==> src/common/mpurc_pkg.sv <==
// shared constants for the region protection configuration and control block
package mpurc_pkg;

  // ***************************************************************
  // register byte addresses on the private peripheral bus
  // ***************************************************************
  localparam logic [31:0] MPURC_TYPE_ADDR = 32'hE000ED90;
  localparam logic [31:0] MPURC_CTRL_ADDR = 32'hE000ED94;
  localparam logic [31:0] MPURC_SEL_ADDR = 32'hE000ED98;
  localparam logic [31:0] MPURC_BASE_ADDR = 32'hE000ED9C;
  localparam logic [31:0] MPURC_ATTR_ADDR = 32'hE000EDA0;
  localparam logic [31:0] MPURC_BASE_A1_ADDR = 32'hE000EDA4;
  localparam logic [31:0] MPURC_ATTR_A1_ADDR = 32'hE000EDA8;
  localparam logic [31:0] MPURC_BASE_A2_ADDR = 32'hE000EDAC;
  localparam logic [31:0] MPURC_ATTR_A2_ADDR = 32'hE000EDB0;
  localparam logic [31:0] MPURC_BASE_A3_ADDR = 32'hE000EDB4;
  localparam logic [31:0] MPURC_ATTR_A3_ADDR = 32'hE000EDB8;

  // ***************************************************************
  // reset and fixed read values
  // ***************************************************************
  localparam logic [31:0] MPURC_TYPE_VALUE = 32'h00000800;
  localparam logic [31:0] MPURC_CTRL_RESET = 32'h00000800;
  localparam logic [31:0] MPURC_SEL_RESET = 32'h00000800;
  localparam logic [31:0] MPURC_BASE_RESET = 32'h00000000;
  localparam logic [31:0] MPURC_ATTR_RESET = 32'h00000000;

  // ***************************************************************
  // field positions
  // ***************************************************************
  localparam int MPURC_CTRL_ENABLE_BIT = 0;
  localparam int MPURC_CTRL_HANDLER_BIT = 1;
  localparam int MPURC_CTRL_BACKGROUND_BIT = 2;
  localparam int MPURC_BASE_VALID_BIT = 4;
  localparam int MPURC_BASE_LSB = 5;
  localparam int MPURC_ATTR_EXECUTE_NEVER_BIT = 28;
  localparam int MPURC_ATTR_ACCESS_PERMISSION_LSB = 24;
  localparam int MPURC_ATTR_TYPE_EXTENSION_LSB = 19;
  localparam int MPURC_ATTR_S_BIT = 18;
  localparam int MPURC_ATTR_C_BIT = 17;
  localparam int MPURC_ATTR_B_BIT = 16;
  localparam int MPURC_ATTR_SUBREGION_DISABLE_LSB = 8;
  localparam int MPURC_ATTR_SIZE_LSB = 1;
  localparam int MPURC_ATTR_EN_BIT = 0;
  // bits of the attribute/size word that hold state; the rest read zero
  localparam logic [31:0] MPURC_ATTR_MASK = 32'h173FFF3F;

  // ***************************************************************
  // size encodings and system control space window
  // ***************************************************************
  localparam logic [4:0] MPURC_SIZE_MIN = 5'h04;
  localparam logic [4:0] MPURC_SIZE_SUB_MIN = 5'h07;
  localparam logic [4:0] MPURC_SIZE_FULL = 5'h1F;
  localparam logic [31:0] MPURC_SCS_BASE = 32'hE000E000;
  localparam logic [31:0] MPURC_SCS_MASK = 32'hFFFFF000;

endpackage

==> src/rtl/mpurc_top.sv <==
// region protection configuration registers and access checker
`timescale 1ns/100ps
// Functional notes
// - protection off: every access uses the default map; only control space fetches fault
// - on without background: access missing every enabled region faults
// - on with background: privileged misses use default map, regions win
// - on with background: unprivileged misses still fault
// - background bit has no effect while protection is off
// - priority -1/-2 handlers bypass protection unless handler bit set
// - control space and vectors always allowed; control space never executable
// - eight regions; selector takes only 0-7 and steers base/attribute access
// - base write with valid loads selector from region field, else uses selector
// - valid bit of base register reads zero
// - region field of base register reads the selector
// - base is bits 31:N, N = log2 size, aligned to size
// - 4 GB region covers everything with base zero
// - size is 2^(field+1); encodings 4 to 31 valid
// - attribute/size register takes word and halfword writes
// - execute-never regions block instruction fetches
// - set subregion-disable bit removes that subregion from the match
// - only enabled regions take part in matching
// - 256-byte-plus regions split into eight subregions, lsb lowest
// - three alias pairs behave like the primary base/attribute registers
module mpurc_top
  import mpurc_pkg::*;
#(
  parameter int REGIONS = 8
) (
  input wire logic mclk_in,
  input wire logic reset_n_in,
  // private peripheral bus slave
  input wire logic ppb_req_in,
  input wire logic ppb_write_in,
  input wire logic [31:0] ppb_addr_in,
  input wire logic [31:0] ppb_wdata_in,
  input wire logic [3:0] ppb_strb_in,
  output logic ppb_ready_out,
  output logic ppb_error_out,
  output logic [31:0] ppb_rdata_out,
  // access check request from load/store and fetch paths
  input wire logic chk_valid_in,
  input wire logic [31:0] chk_addr_in,
  input wire logic chk_priv_in,
  input wire logic chk_fetch_in,
  input wire logic chk_escalated_in,
  input wire logic chk_vector_in,
  // access check result, one cycle after the request
  output logic chk_valid_out,
  output logic chk_fault_out,
  output logic chk_hit_out,
  output logic [2:0] chk_region_out,
  output logic chk_background_out,
  output logic chk_bypass_out,
  output logic chk_strongly_ordered_out,
  output logic chk_execute_never_out,
  output logic [2:0] chk_access_permission_out,
  output logic [2:0] chk_type_extension_out,
  output logic chk_s_out,
  output logic chk_c_out,
  output logic chk_b_out
);

  // ***************************************************************
  // address decode helpers
  // ***************************************************************

  // base register and its three aliases
  function automatic logic mpurc_is_base(input logic [31:0] a);
    return (a == MPURC_BASE_ADDR) || (a == MPURC_BASE_A1_ADDR) ||
           (a == MPURC_BASE_A2_ADDR) || (a == MPURC_BASE_A3_ADDR);
  endfunction

  // attribute/size register and its three aliases
  function automatic logic mpurc_is_attr(input logic [31:0] a);
    return (a == MPURC_ATTR_ADDR) || (a == MPURC_ATTR_A1_ADDR) ||
           (a == MPURC_ATTR_A2_ADDR) || (a == MPURC_ATTR_A3_ADDR);
  endfunction

  // ***************************************************************
  // register state
  // ***************************************************************
  // control bits, selector and the per-region words; the selector is three
  // bits wide so it can never index past the last region
  logic enable_r;
  logic handler_protection_enable_r;
  logic privileged_background_enable_r;
  logic [2:0] region_selector_r;
  logic [26:0] base_r [REGIONS];
  logic [31:0] attr_r [REGIONS];

  // write qualifiers shared by the register processes
  logic wr_word;
  logic wr_any;
  logic base_valid;
  logic [3:0] base_region;
  logic [31:0] attr_wmask;

  // word writes only, except the attribute register which takes lanes
  assign wr_word = ppb_req_in && ppb_write_in && (ppb_strb_in == 4'hF);
  assign wr_any = ppb_req_in && ppb_write_in;
  assign base_valid = ppb_wdata_in[MPURC_BASE_VALID_BIT];
  assign base_region = ppb_wdata_in[3:0];
  assign attr_wmask = {{8{ppb_strb_in[3]}}, {8{ppb_strb_in[2]}},
                       {8{ppb_strb_in[1]}}, {8{ppb_strb_in[0]}}} & MPURC_ATTR_MASK;

  // control bits; reserved bits of the reset word are not stored
  // partial-strobe writes are dropped here, only word access is legal
  always_ff @(posedge mclk_in or negedge reset_n_in) begin
    if (!reset_n_in) begin
      enable_r <= MPURC_CTRL_RESET[MPURC_CTRL_ENABLE_BIT];
      handler_protection_enable_r <= MPURC_CTRL_RESET[MPURC_CTRL_HANDLER_BIT];
      privileged_background_enable_r <= MPURC_CTRL_RESET[MPURC_CTRL_BACKGROUND_BIT];
    end else if (wr_word && ppb_addr_in == MPURC_CTRL_ADDR) begin
      enable_r <= ppb_wdata_in[MPURC_CTRL_ENABLE_BIT];
      handler_protection_enable_r <= ppb_wdata_in[MPURC_CTRL_HANDLER_BIT];
      privileged_background_enable_r <= ppb_wdata_in[MPURC_CTRL_BACKGROUND_BIT];
    end
  end

  // selector: direct write or base write with valid; values above 7 dropped
  always_ff @(posedge mclk_in or negedge reset_n_in) begin
    if (!reset_n_in) begin
      region_selector_r <= MPURC_SEL_RESET[2:0];
    end else if (wr_word && ppb_addr_in == MPURC_SEL_ADDR) begin
      if (ppb_wdata_in[31:3] == 29'h0) begin
        region_selector_r <= ppb_wdata_in[2:0];
      end
    end else if (wr_word && mpurc_is_base(ppb_addr_in) && base_valid) begin
      if (!base_region[3]) begin
        region_selector_r <= base_region[2:0];
      end
    end
  end

  // per-region base and attribute storage
  generate
    for (genvar g = 0; g < REGIONS; g++) begin : g_store
      logic base_hit_sel;
      // target is the written region field when valid, else the selector
      assign base_hit_sel = base_valid ? (base_region == 4'(g))
                                       : (region_selector_r == 3'(g));

      always_ff @(posedge mclk_in or negedge reset_n_in) begin
        if (!reset_n_in) begin
          base_r[g] <= MPURC_BASE_RESET[31:MPURC_BASE_LSB];
        end else if (wr_word && mpurc_is_base(ppb_addr_in) && base_hit_sel) begin
          base_r[g] <= ppb_wdata_in[31:MPURC_BASE_LSB];
        end
      end

      // byte lanes merge so halfword writes leave the other half alone
      always_ff @(posedge mclk_in or negedge reset_n_in) begin
        if (!reset_n_in) begin
          attr_r[g] <= MPURC_ATTR_RESET;
        end else if (wr_any && mpurc_is_attr(ppb_addr_in) &&
                     region_selector_r == 3'(g)) begin
          attr_r[g] <= (attr_r[g] & ~attr_wmask) | (ppb_wdata_in & attr_wmask);
        end
      end
    end
  endgenerate

  // ***************************************************************
  // read path and bus answer
  // ***************************************************************
  // read mux output and unmapped-address flag
  logic [31:0] rd_nxt;
  logic err_nxt;
  logic [31:0] sel_base_word;

  // valid bit reads zero, region field shows the selector
  assign sel_base_word = {base_r[region_selector_r], 2'b00, region_selector_r};

  // decode; unmapped addresses answer with an error and zero data
  always_comb begin
    rd_nxt = 32'h00000000;
    err_nxt = 1'b0;
    if (ppb_addr_in == MPURC_TYPE_ADDR) begin
      rd_nxt = MPURC_TYPE_VALUE;
    end else if (ppb_addr_in == MPURC_CTRL_ADDR) begin
      rd_nxt = {29'h0, privileged_background_enable_r,
                handler_protection_enable_r, enable_r};
    end else if (ppb_addr_in == MPURC_SEL_ADDR) begin
      rd_nxt = {29'h0, region_selector_r};
    end else if (mpurc_is_base(ppb_addr_in)) begin
      rd_nxt = sel_base_word;
    end else if (mpurc_is_attr(ppb_addr_in)) begin
      rd_nxt = attr_r[region_selector_r];
    end else begin
      err_nxt = 1'b1;
    end
  end

  // single-cycle answer: one ready pulse per request, error only when unmapped
  always_ff @(posedge mclk_in or negedge reset_n_in) begin
    if (!reset_n_in) begin
      ppb_ready_out <= 1'b0;
      ppb_error_out <= 1'b0;
    end else begin
      ppb_ready_out <= ppb_req_in;
      ppb_error_out <= ppb_req_in && err_nxt;
    end
  end

  // read data held until the next read so a late master can still take it
  always_ff @(posedge mclk_in or negedge reset_n_in) begin
    if (!reset_n_in) begin
      ppb_rdata_out <= 32'h00000000;
    end else if (ppb_req_in && !ppb_write_in) begin
      ppb_rdata_out <= rd_nxt;
    end
  end

  // ***************************************************************
  // region matching
  // ***************************************************************
  // one match bit per region; overlapping regions may all match at once
  logic [REGIONS-1:0] match;

  generate
    for (genvar g = 0; g < REGIONS; g++) begin : g_match
      logic [4:0] size;
      logic [31:0] addr_mask;
      logic [31:0] sub_shift;
      logic [2:0] sub_idx;
      logic base_ok;
      logic sub_ok;

      assign size = attr_r[g][MPURC_ATTR_SIZE_LSB +: 5];
      // 4 GB keeps no base bits and matches every address
      assign addr_mask = (size == MPURC_SIZE_FULL) ? 32'h00000000
                         : ~((32'h00000001 << (size + 5'd1)) - 32'h00000001);
      assign base_ok = ((chk_addr_in ^ {base_r[g], 5'h00}) & addr_mask) == 32'h0;
      // subregion number is the top three offset bits inside the region
      assign sub_shift = chk_addr_in >> (size - 5'd2);
      assign sub_idx = sub_shift[2:0];
      // small regions ignore the disable field; software keeps it zero there
      assign sub_ok = (size < MPURC_SIZE_SUB_MIN) ||
                      !attr_r[g][MPURC_ATTR_SUBREGION_DISABLE_LSB + sub_idx];
      // encodings below the minimum never match
      assign match[g] = attr_r[g][MPURC_ATTR_EN_BIT] && (size >= MPURC_SIZE_MIN) &&
                        base_ok && sub_ok;
    end
  endgenerate

  // highest numbered matching region wins an overlap
  // loop runs upward so the last match seen, the highest, is kept
  logic any_hit;
  logic [2:0] hit_idx;

  always_comb begin
    any_hit = 1'b0;
    hit_idx = 3'h0;
    for (int i = 0; i < REGIONS; i++) begin
      if (match[i]) begin
        any_hit = 1'b1;
        hit_idx = 3'(i);
      end
    end
  end

  // ***************************************************************
  // access decision
  // ***************************************************************
  // decision terms, all combinational from the request of this cycle
  logic in_scs;
  logic bypass;
  logic background;
  logic hit_execute_never;
  logic fault_nxt;

  // control space window is fixed; the vector table flag comes from the core
  assign in_scs = (chk_addr_in & MPURC_SCS_MASK) == MPURC_SCS_BASE;
  // protection off, or escalated handler without handler protection
  // the handler bit never turns checking on by itself: software keeps it
  // clear while protection is off
  assign bypass = !enable_r ||
                  (chk_escalated_in && !handler_protection_enable_r);
  // execute-never of the winning region only; lower overlapping regions do not vote
  assign hit_execute_never = attr_r[hit_idx][MPURC_ATTR_EXECUTE_NEVER_BIT];
  // background only for privileged misses with the background bit set
  assign background = !bypass && !any_hit && chk_priv_in &&
                      privileged_background_enable_r;

  // control space fetches fault even while bypassed
  always_comb begin
    fault_nxt = 1'b0;
    if (in_scs && chk_fetch_in) begin
      fault_nxt = 1'b1;
    end else if (bypass || in_scs || chk_vector_in) begin
      fault_nxt = 1'b0;
    end else if (any_hit) begin
      fault_nxt = chk_fetch_in && hit_execute_never;
    end else begin
      fault_nxt = !background;
    end
  end

  // result strobe follows the request by exactly one cycle
  always_ff @(posedge mclk_in or negedge reset_n_in) begin
    if (!reset_n_in) begin
      chk_valid_out <= 1'b0;
    end else begin
      chk_valid_out <= chk_valid_in;
    end
  end

  // result fields from flip-flops, held between requests so a stalled
  // consumer can still read them late
  always_ff @(posedge mclk_in or negedge reset_n_in) begin
    if (!reset_n_in) begin
      chk_fault_out <= 1'b0;
      chk_hit_out <= 1'b0;
      chk_region_out <= 3'h0;
      chk_background_out <= 1'b0;
      chk_bypass_out <= 1'b0;
      chk_strongly_ordered_out <= 1'b0;
      chk_execute_never_out <= 1'b0;
      chk_access_permission_out <= 3'h0;
      chk_type_extension_out <= 3'h0;
      chk_s_out <= 1'b0;
      chk_c_out <= 1'b0;
      chk_b_out <= 1'b0;
    end else if (chk_valid_in) begin
      chk_fault_out <= fault_nxt;
      chk_hit_out <= !bypass && any_hit;
      chk_region_out <= hit_idx;
      chk_background_out <= background;
      chk_bypass_out <= bypass;
      chk_strongly_ordered_out <= in_scs;
      chk_execute_never_out <= in_scs || (!bypass && any_hit && hit_execute_never);
      // attributes of the winning region for the permission checker
      chk_access_permission_out <= attr_r[hit_idx][MPURC_ATTR_ACCESS_PERMISSION_LSB +: 3];
      chk_type_extension_out <= attr_r[hit_idx][MPURC_ATTR_TYPE_EXTENSION_LSB +: 3];
      chk_s_out <= attr_r[hit_idx][MPURC_ATTR_S_BIT];
      chk_c_out <= attr_r[hit_idx][MPURC_ATTR_C_BIT];
      chk_b_out <= attr_r[hit_idx][MPURC_ATTR_B_BIT];
    end
  end

endmodule

==> config.mk <==
export PLATFORM = sky130hd
export DESIGN_NAME = mpurc_top
export DESIGN_NICKNAME = d
export VERILOG_FILES = /design/src/common/mpurc_pkg.sv /design/src/rtl/mpurc_top.sv
export SDC_FILE = /design/constraint.sdc
export NUM_CORES = 2
export LEC_CHECK = 0
export BUFFER_PORTS_ARGS = -buffer_cell sky130_fd_sc_hd__buf_2
export CAP_MARGIN = 30
export CORE_MARGIN = 2
export CORE_UTILIZATION = 45
export CTS_BUF_LIST = sky130_fd_sc_hd__clkbuf_4 sky130_fd_sc_hd__clkbuf_8
export CTS_CLUSTER_DIAMETER = 60
export DETAILED_ROUTE_END_ITERATION = 12
export PLACE_DENSITY = 0.57
export SYNTH_ARGS = -nofsm -noshare
export SYNTH_HDL_FRONTEND = slang
export SYNTH_SLANG_ARGS = --single-unit
==> constraint.sdc <==
create_clock -name mclk_in -period 8.4 [get_ports mclk_in]
set_input_delay 0.84 -clock mclk_in [delete_from_list [all_inputs] [get_ports mclk_in]]
set_output_delay 0.84 -clock mclk_in [all_outputs]
set_load 0.02 [all_outputs]
* Word level (Yosys, flattened, before mapping)
Index checks and enable logic that the tools add are counted.
** Cells by class
- Add/sub/neg operators :: 32
- Reduce and logical (&&, ||, !) cells :: 102
- Muxes and demuxes :: 73
- $lt $le $gt $ge :: 26
- Shift-type cells :: 16
- Equal/unequal tests :: 37
- Bitwise operators :: 44
** Operator list (count)
- bitwise AND 32 bit :: 16
- two-way mux 32 bit :: 15
- equality test 32 bit, second input constant :: 11
- logical NOT 32 bit :: 8
- NOT 32 bit :: 8
- OR 32 bit :: 8
- left shift 1 x 5 -> 32 bit, first input constant :: 8
- >> shifter 32 x 5 -> 3 bit :: 8
- subtractor 32 x 1 -> 32 bit, second input constant :: 8
- bitwise XOR 32 bit :: 8
- binary-select mux 32 bit (select 3 bit) :: 2
- binary-select mux 27 bit (select 3 bit) :: 1
- two-way mux 29 bit :: 2
- logical AND 1 bit :: 57
- two-way mux 27 bit :: 2
- less-than comparator 5 x 6 -> 1 bit, second input constant :: 8
- adder 4 x 3 -> 5 bit, first input constant :: 8
- adder 5 x 1 -> 5 bit, second input constant :: 8
- binary-select mux 1 bit (select 5 bit) :: 8
- equality test 5 bit, second input constant :: 8
- greater-or-equal comparator 5 x 3 -> 1 bit, second input constant :: 8
- less-than comparator 5 x 3 -> 1 bit, second input constant :: 8
- subtractor 5 x 2 -> 5 bit, second input constant :: 8
- two-way mux 1 bit :: 33
- 21 further kinds :: 71
** Word-level totals
- Input port bits :: 109
- Register bits :: 531

* Longest topological paths before layout
- Word-level depth :: 25
- Mapped depth :: 28

* Worst setup path after synthesis
OpenSTA, ideal clock, no wires.
- Path kind :: flip-flop to flip-flop
- From :: register with a tool-made name
- To :: register chk_access_permission_out[1]
- Required time :: 8274 ps
- Cell stages (with the launch flop) :: 28
- Library setup time :: 126 ps
- Data arrival time :: 6110 ps
- Slack :: 2164 ps
- Period minus slack after synthesis :: 6236 ps
- Cells stage by stage :: dfrtp_1 > buf_2 > buf_2 > buf_2 > buf_2 > clkbuf_1 > and2_1 > and3_1 > ha_1 > clkbuf_1 > clkbuf_1 > inv_1 > nand4_1 > ha_1 > o21ai_0 > nor3_1 > and4_1 > clkbuf_1 > nor2_1 > a222oi_1 > nand4_1 > nor4_1 > o211ai_2 > a21oi_2 > buf_6 > mux2i_1 > mux2i_1 > a221o_1
** RTL lines
- end signal, assigned :: RTL line mpurc_top.sv:333 : chk_access_permission_out <= attr_r[hit_idx][MPURC_ATTR_ACCESS_PERMISSION_LSB +: 3];
- end, declared :: RTL line mpurc_top.sv:56 : output logic [2:0] chk_access_permission_out,

==> flow_summary.ini <==
[outcome]
outcome = completed

[routing]
drt_first_pass_iters = 8
route.detailed.drc = 0
wl_per_cell_um = 34.5
vias = 37536
vias_per_cell = 7.06
routed_wl_mm = 184
ant_nets = 0
drt_iter0_drc = 5243

[global_routing]
grt_pass1_vias = 35517
grtUsageTotal = 0.386
grt_overflow = 0
grt_max_degree = 174
antenna_found_initial = 12
grt_first_pass_wirelength_mm = 263

[power_and_ir_drop]
switchingPower_mw = 1.49
p_leak_nw = 18.1
p_seq_frac = 0.429
p_clk_frac = 0.459
p_int_mw = 3.78
combPwrFrac = 0.112
power_per_cell_area_nw_per_um2 = 118
irDropWorstVdd_mv = 0.109
switching_share = 0.282

[setup_path]
arrival_ns = 7.25
required_ns = 9.01
critPathKind = register to register
crit_fanout = 24
r2r_cells = 21
crit_path_start_kind = register
worstSetupEndpointType = register

[logic_synthesis]
synth_common_cells = dfrtp_1, mux2_2, nand2_1
synth.most_common_cell = dfrtp_1
synthCells = 4091
synth-seq-cells = 467
ys_types = 100
ys_seq_area_frac = 0.285
synth_area_leaders = dfrtp_1, mux4_2, mux2_2
syn_avg_cell_area_um2 = 10.0
synth_fp_nets = 4238
synth_top_area_cell = dfrtp_1
async_reset_ff_frac = 1.00
yosysWarnings = 0
synth_area_um2 = 41000
synth_top_area_share = 0.285
synth_edf_count = 0
ys.flop_type = dfrtp_1

[placed_design]
dp_hpwl_mm = 132
port_buffers = 161
gp_congestion = 1.03
post-place-ws_ns = 1.92

[sta]
fmax_mhz = 151
setup_tns_ns = 0
slew_violations = 0
tightest_slew_ns = 1.10
finalSetupViolations = 0
slew_headroom = 0.264
min_period_ns = 6.64
fin_ws_ns = 1.76
rsz0062_at_grt = no
finalHoldViolations = 0
fin_crit_sh = 0.791
skew_ns = 0.0341
timing.hold.ws_ns = 0.158

[floorplanning]
die_y_um = 306
fp.dieW_um = 306
core_um2 = 90100
row_count = 110
start_util = 0.455
die_area_um2 = 93500
io_pins = 162

[job]
cap_violations = 0

[clock_tree]
htreeDepth = 3
clockBufferDepth = 3
path_clk_slew_ns = 0.07
cts_tree = yes
cts_setup_buffers = 0
clock_latency_ns = 0.73
cts_hold_buf = 0
cts_buffers = 84
clkSinkCount = 467
clock-root-buffer = clkbuf_8
ctsResizeCount = 0

[cells_and_area]
area_growth_pct = 8.85
drive_above_1_share = 0.292
nNetsFinal = 4220

[hold_path]
min_path_type = input pin to async pin
## power by group through the flow
stage	clock network [mW]	registers [mW]	logic [mW]
global route	2.53	2.26	0.601
CTS	2.43	2.26	0.570
finish	2.41	2.26	0.590
global placement	0	2.30	0.567
floorplan	0	2.30	0.254
detailed placement	0	2.30	0.567
## worst paths after layout
| kind | endpoint | slack, ns | start |
|---|---|---|---|
| min in group mclk_in | ppb_ready_out | 0.31 | ppb_req_in |
| max in group asynchronous | async pin | 6.67 | reset_n_in |
| min reg2reg | chk_hit_out | 0.48 | chk_hit_out |
| max reg2reg | chk_access_permission_out[1] | 1.76 | register |
| min | async pin | 0.16 | reset_n_in |
| max | chk_access_permission_out[1] | 1.76 | register |
## layout by cell type, fill, tap and decap left out, types with 60 or more instances in the layout
cell type,Yosys,routed
dfrtp_1,467,452
mux2_2,414,414
nand2_1,291,291
mux4_2,275,275
nor2_1,210,206
xnor2_1,183,183
mux2i_1,181,181
buf_2,43,161
a21oi_1,139,139
xor2_1,135,135
buf_4,7,125
o21ai_0,120,120
nand3_1,112,112
nor3_1,110,109
clkbuf_8,0,98
inv_1,64,64
a31oi_1,60,60
## stage by stage
| stage | cells | utilization | total power, mW | cell area, um2 |
|---|---|---|---|---|
| 2_1_floorplan | 4091 | - | 2.56 | 41000 |
| 3_3_place_gp | 5155 | 0.474 | 2.87 | 42700 |
| 3_5_place_dp | 5162 | 0.474 | 2.87 | 42800 |
| 4_1_cts | 5309 | 0.495 | 5.26 | 44600 |
| 5_1_grt | 5311 | 0.495 | 5.39 | 44600 |
| 6_report | 5316 | 0.495 | 5.26 | 44600 |
## final cells by class
class	instances	area [um2]
Antenna cell	6	15.0
Clock buffer	127	1570
Clock inverter	20	258
Fill cell	8413	45500
Inverter	73	274
Multi-Input combinational cell	3157	27500
Sequential cell	467	11700
Tap cell	1176	1470
Timing Repair Buffer	290	1820
## cells by family (layout without fill, tap and decap cells)
kind of cell	after synthesis	in the layout	synth area share
AND/OR/NAND/NOR	1100	1100	0.136
multiplexers	870	870	0.309
AO/OA/AOI/OAI	830	830	0.145
flip-flops	467	467	0.285
buffers and inverters	467	510	0.0451
XOR/XNOR	319	319	0.0684
adder cells (fa/ha/maj)	38	38	0.0116
other	0	6	0
## critical path, stage by stage, from the launching register on
cell	delay, ns
dfrtp_1	0.82
inv_1	0.29
nor3_1	0.25
ha_1	0.15
buf_4	0.28
clkinv_1	0.36
nand2_1	0.16
ha_1	0.31
o41ai_1	0.16
a211o_1	0.31
o21bai_1	0.32
o21a_1	0.25
or4_1	0.48
a2111oi_1	0.36
a31oi_1	0.27
nor2_1	0.22
o311ai_2	0.24
a21oi_2	0.32
buf_4	0.37
mux2i_1	0.22
a211oi_1	0.09
a221o_1	0.27
## layer usage
layer	vias to the layer above	track usage	part of all wire
li1	15652	-	-
met1	19081	0.508	0.39
met2	2291	0.572	0.44
met3	504	0.0758	0.094
met4	8	0.266	0.082
met5	-	0	0.00031
(Power assumes the default switching activity.)
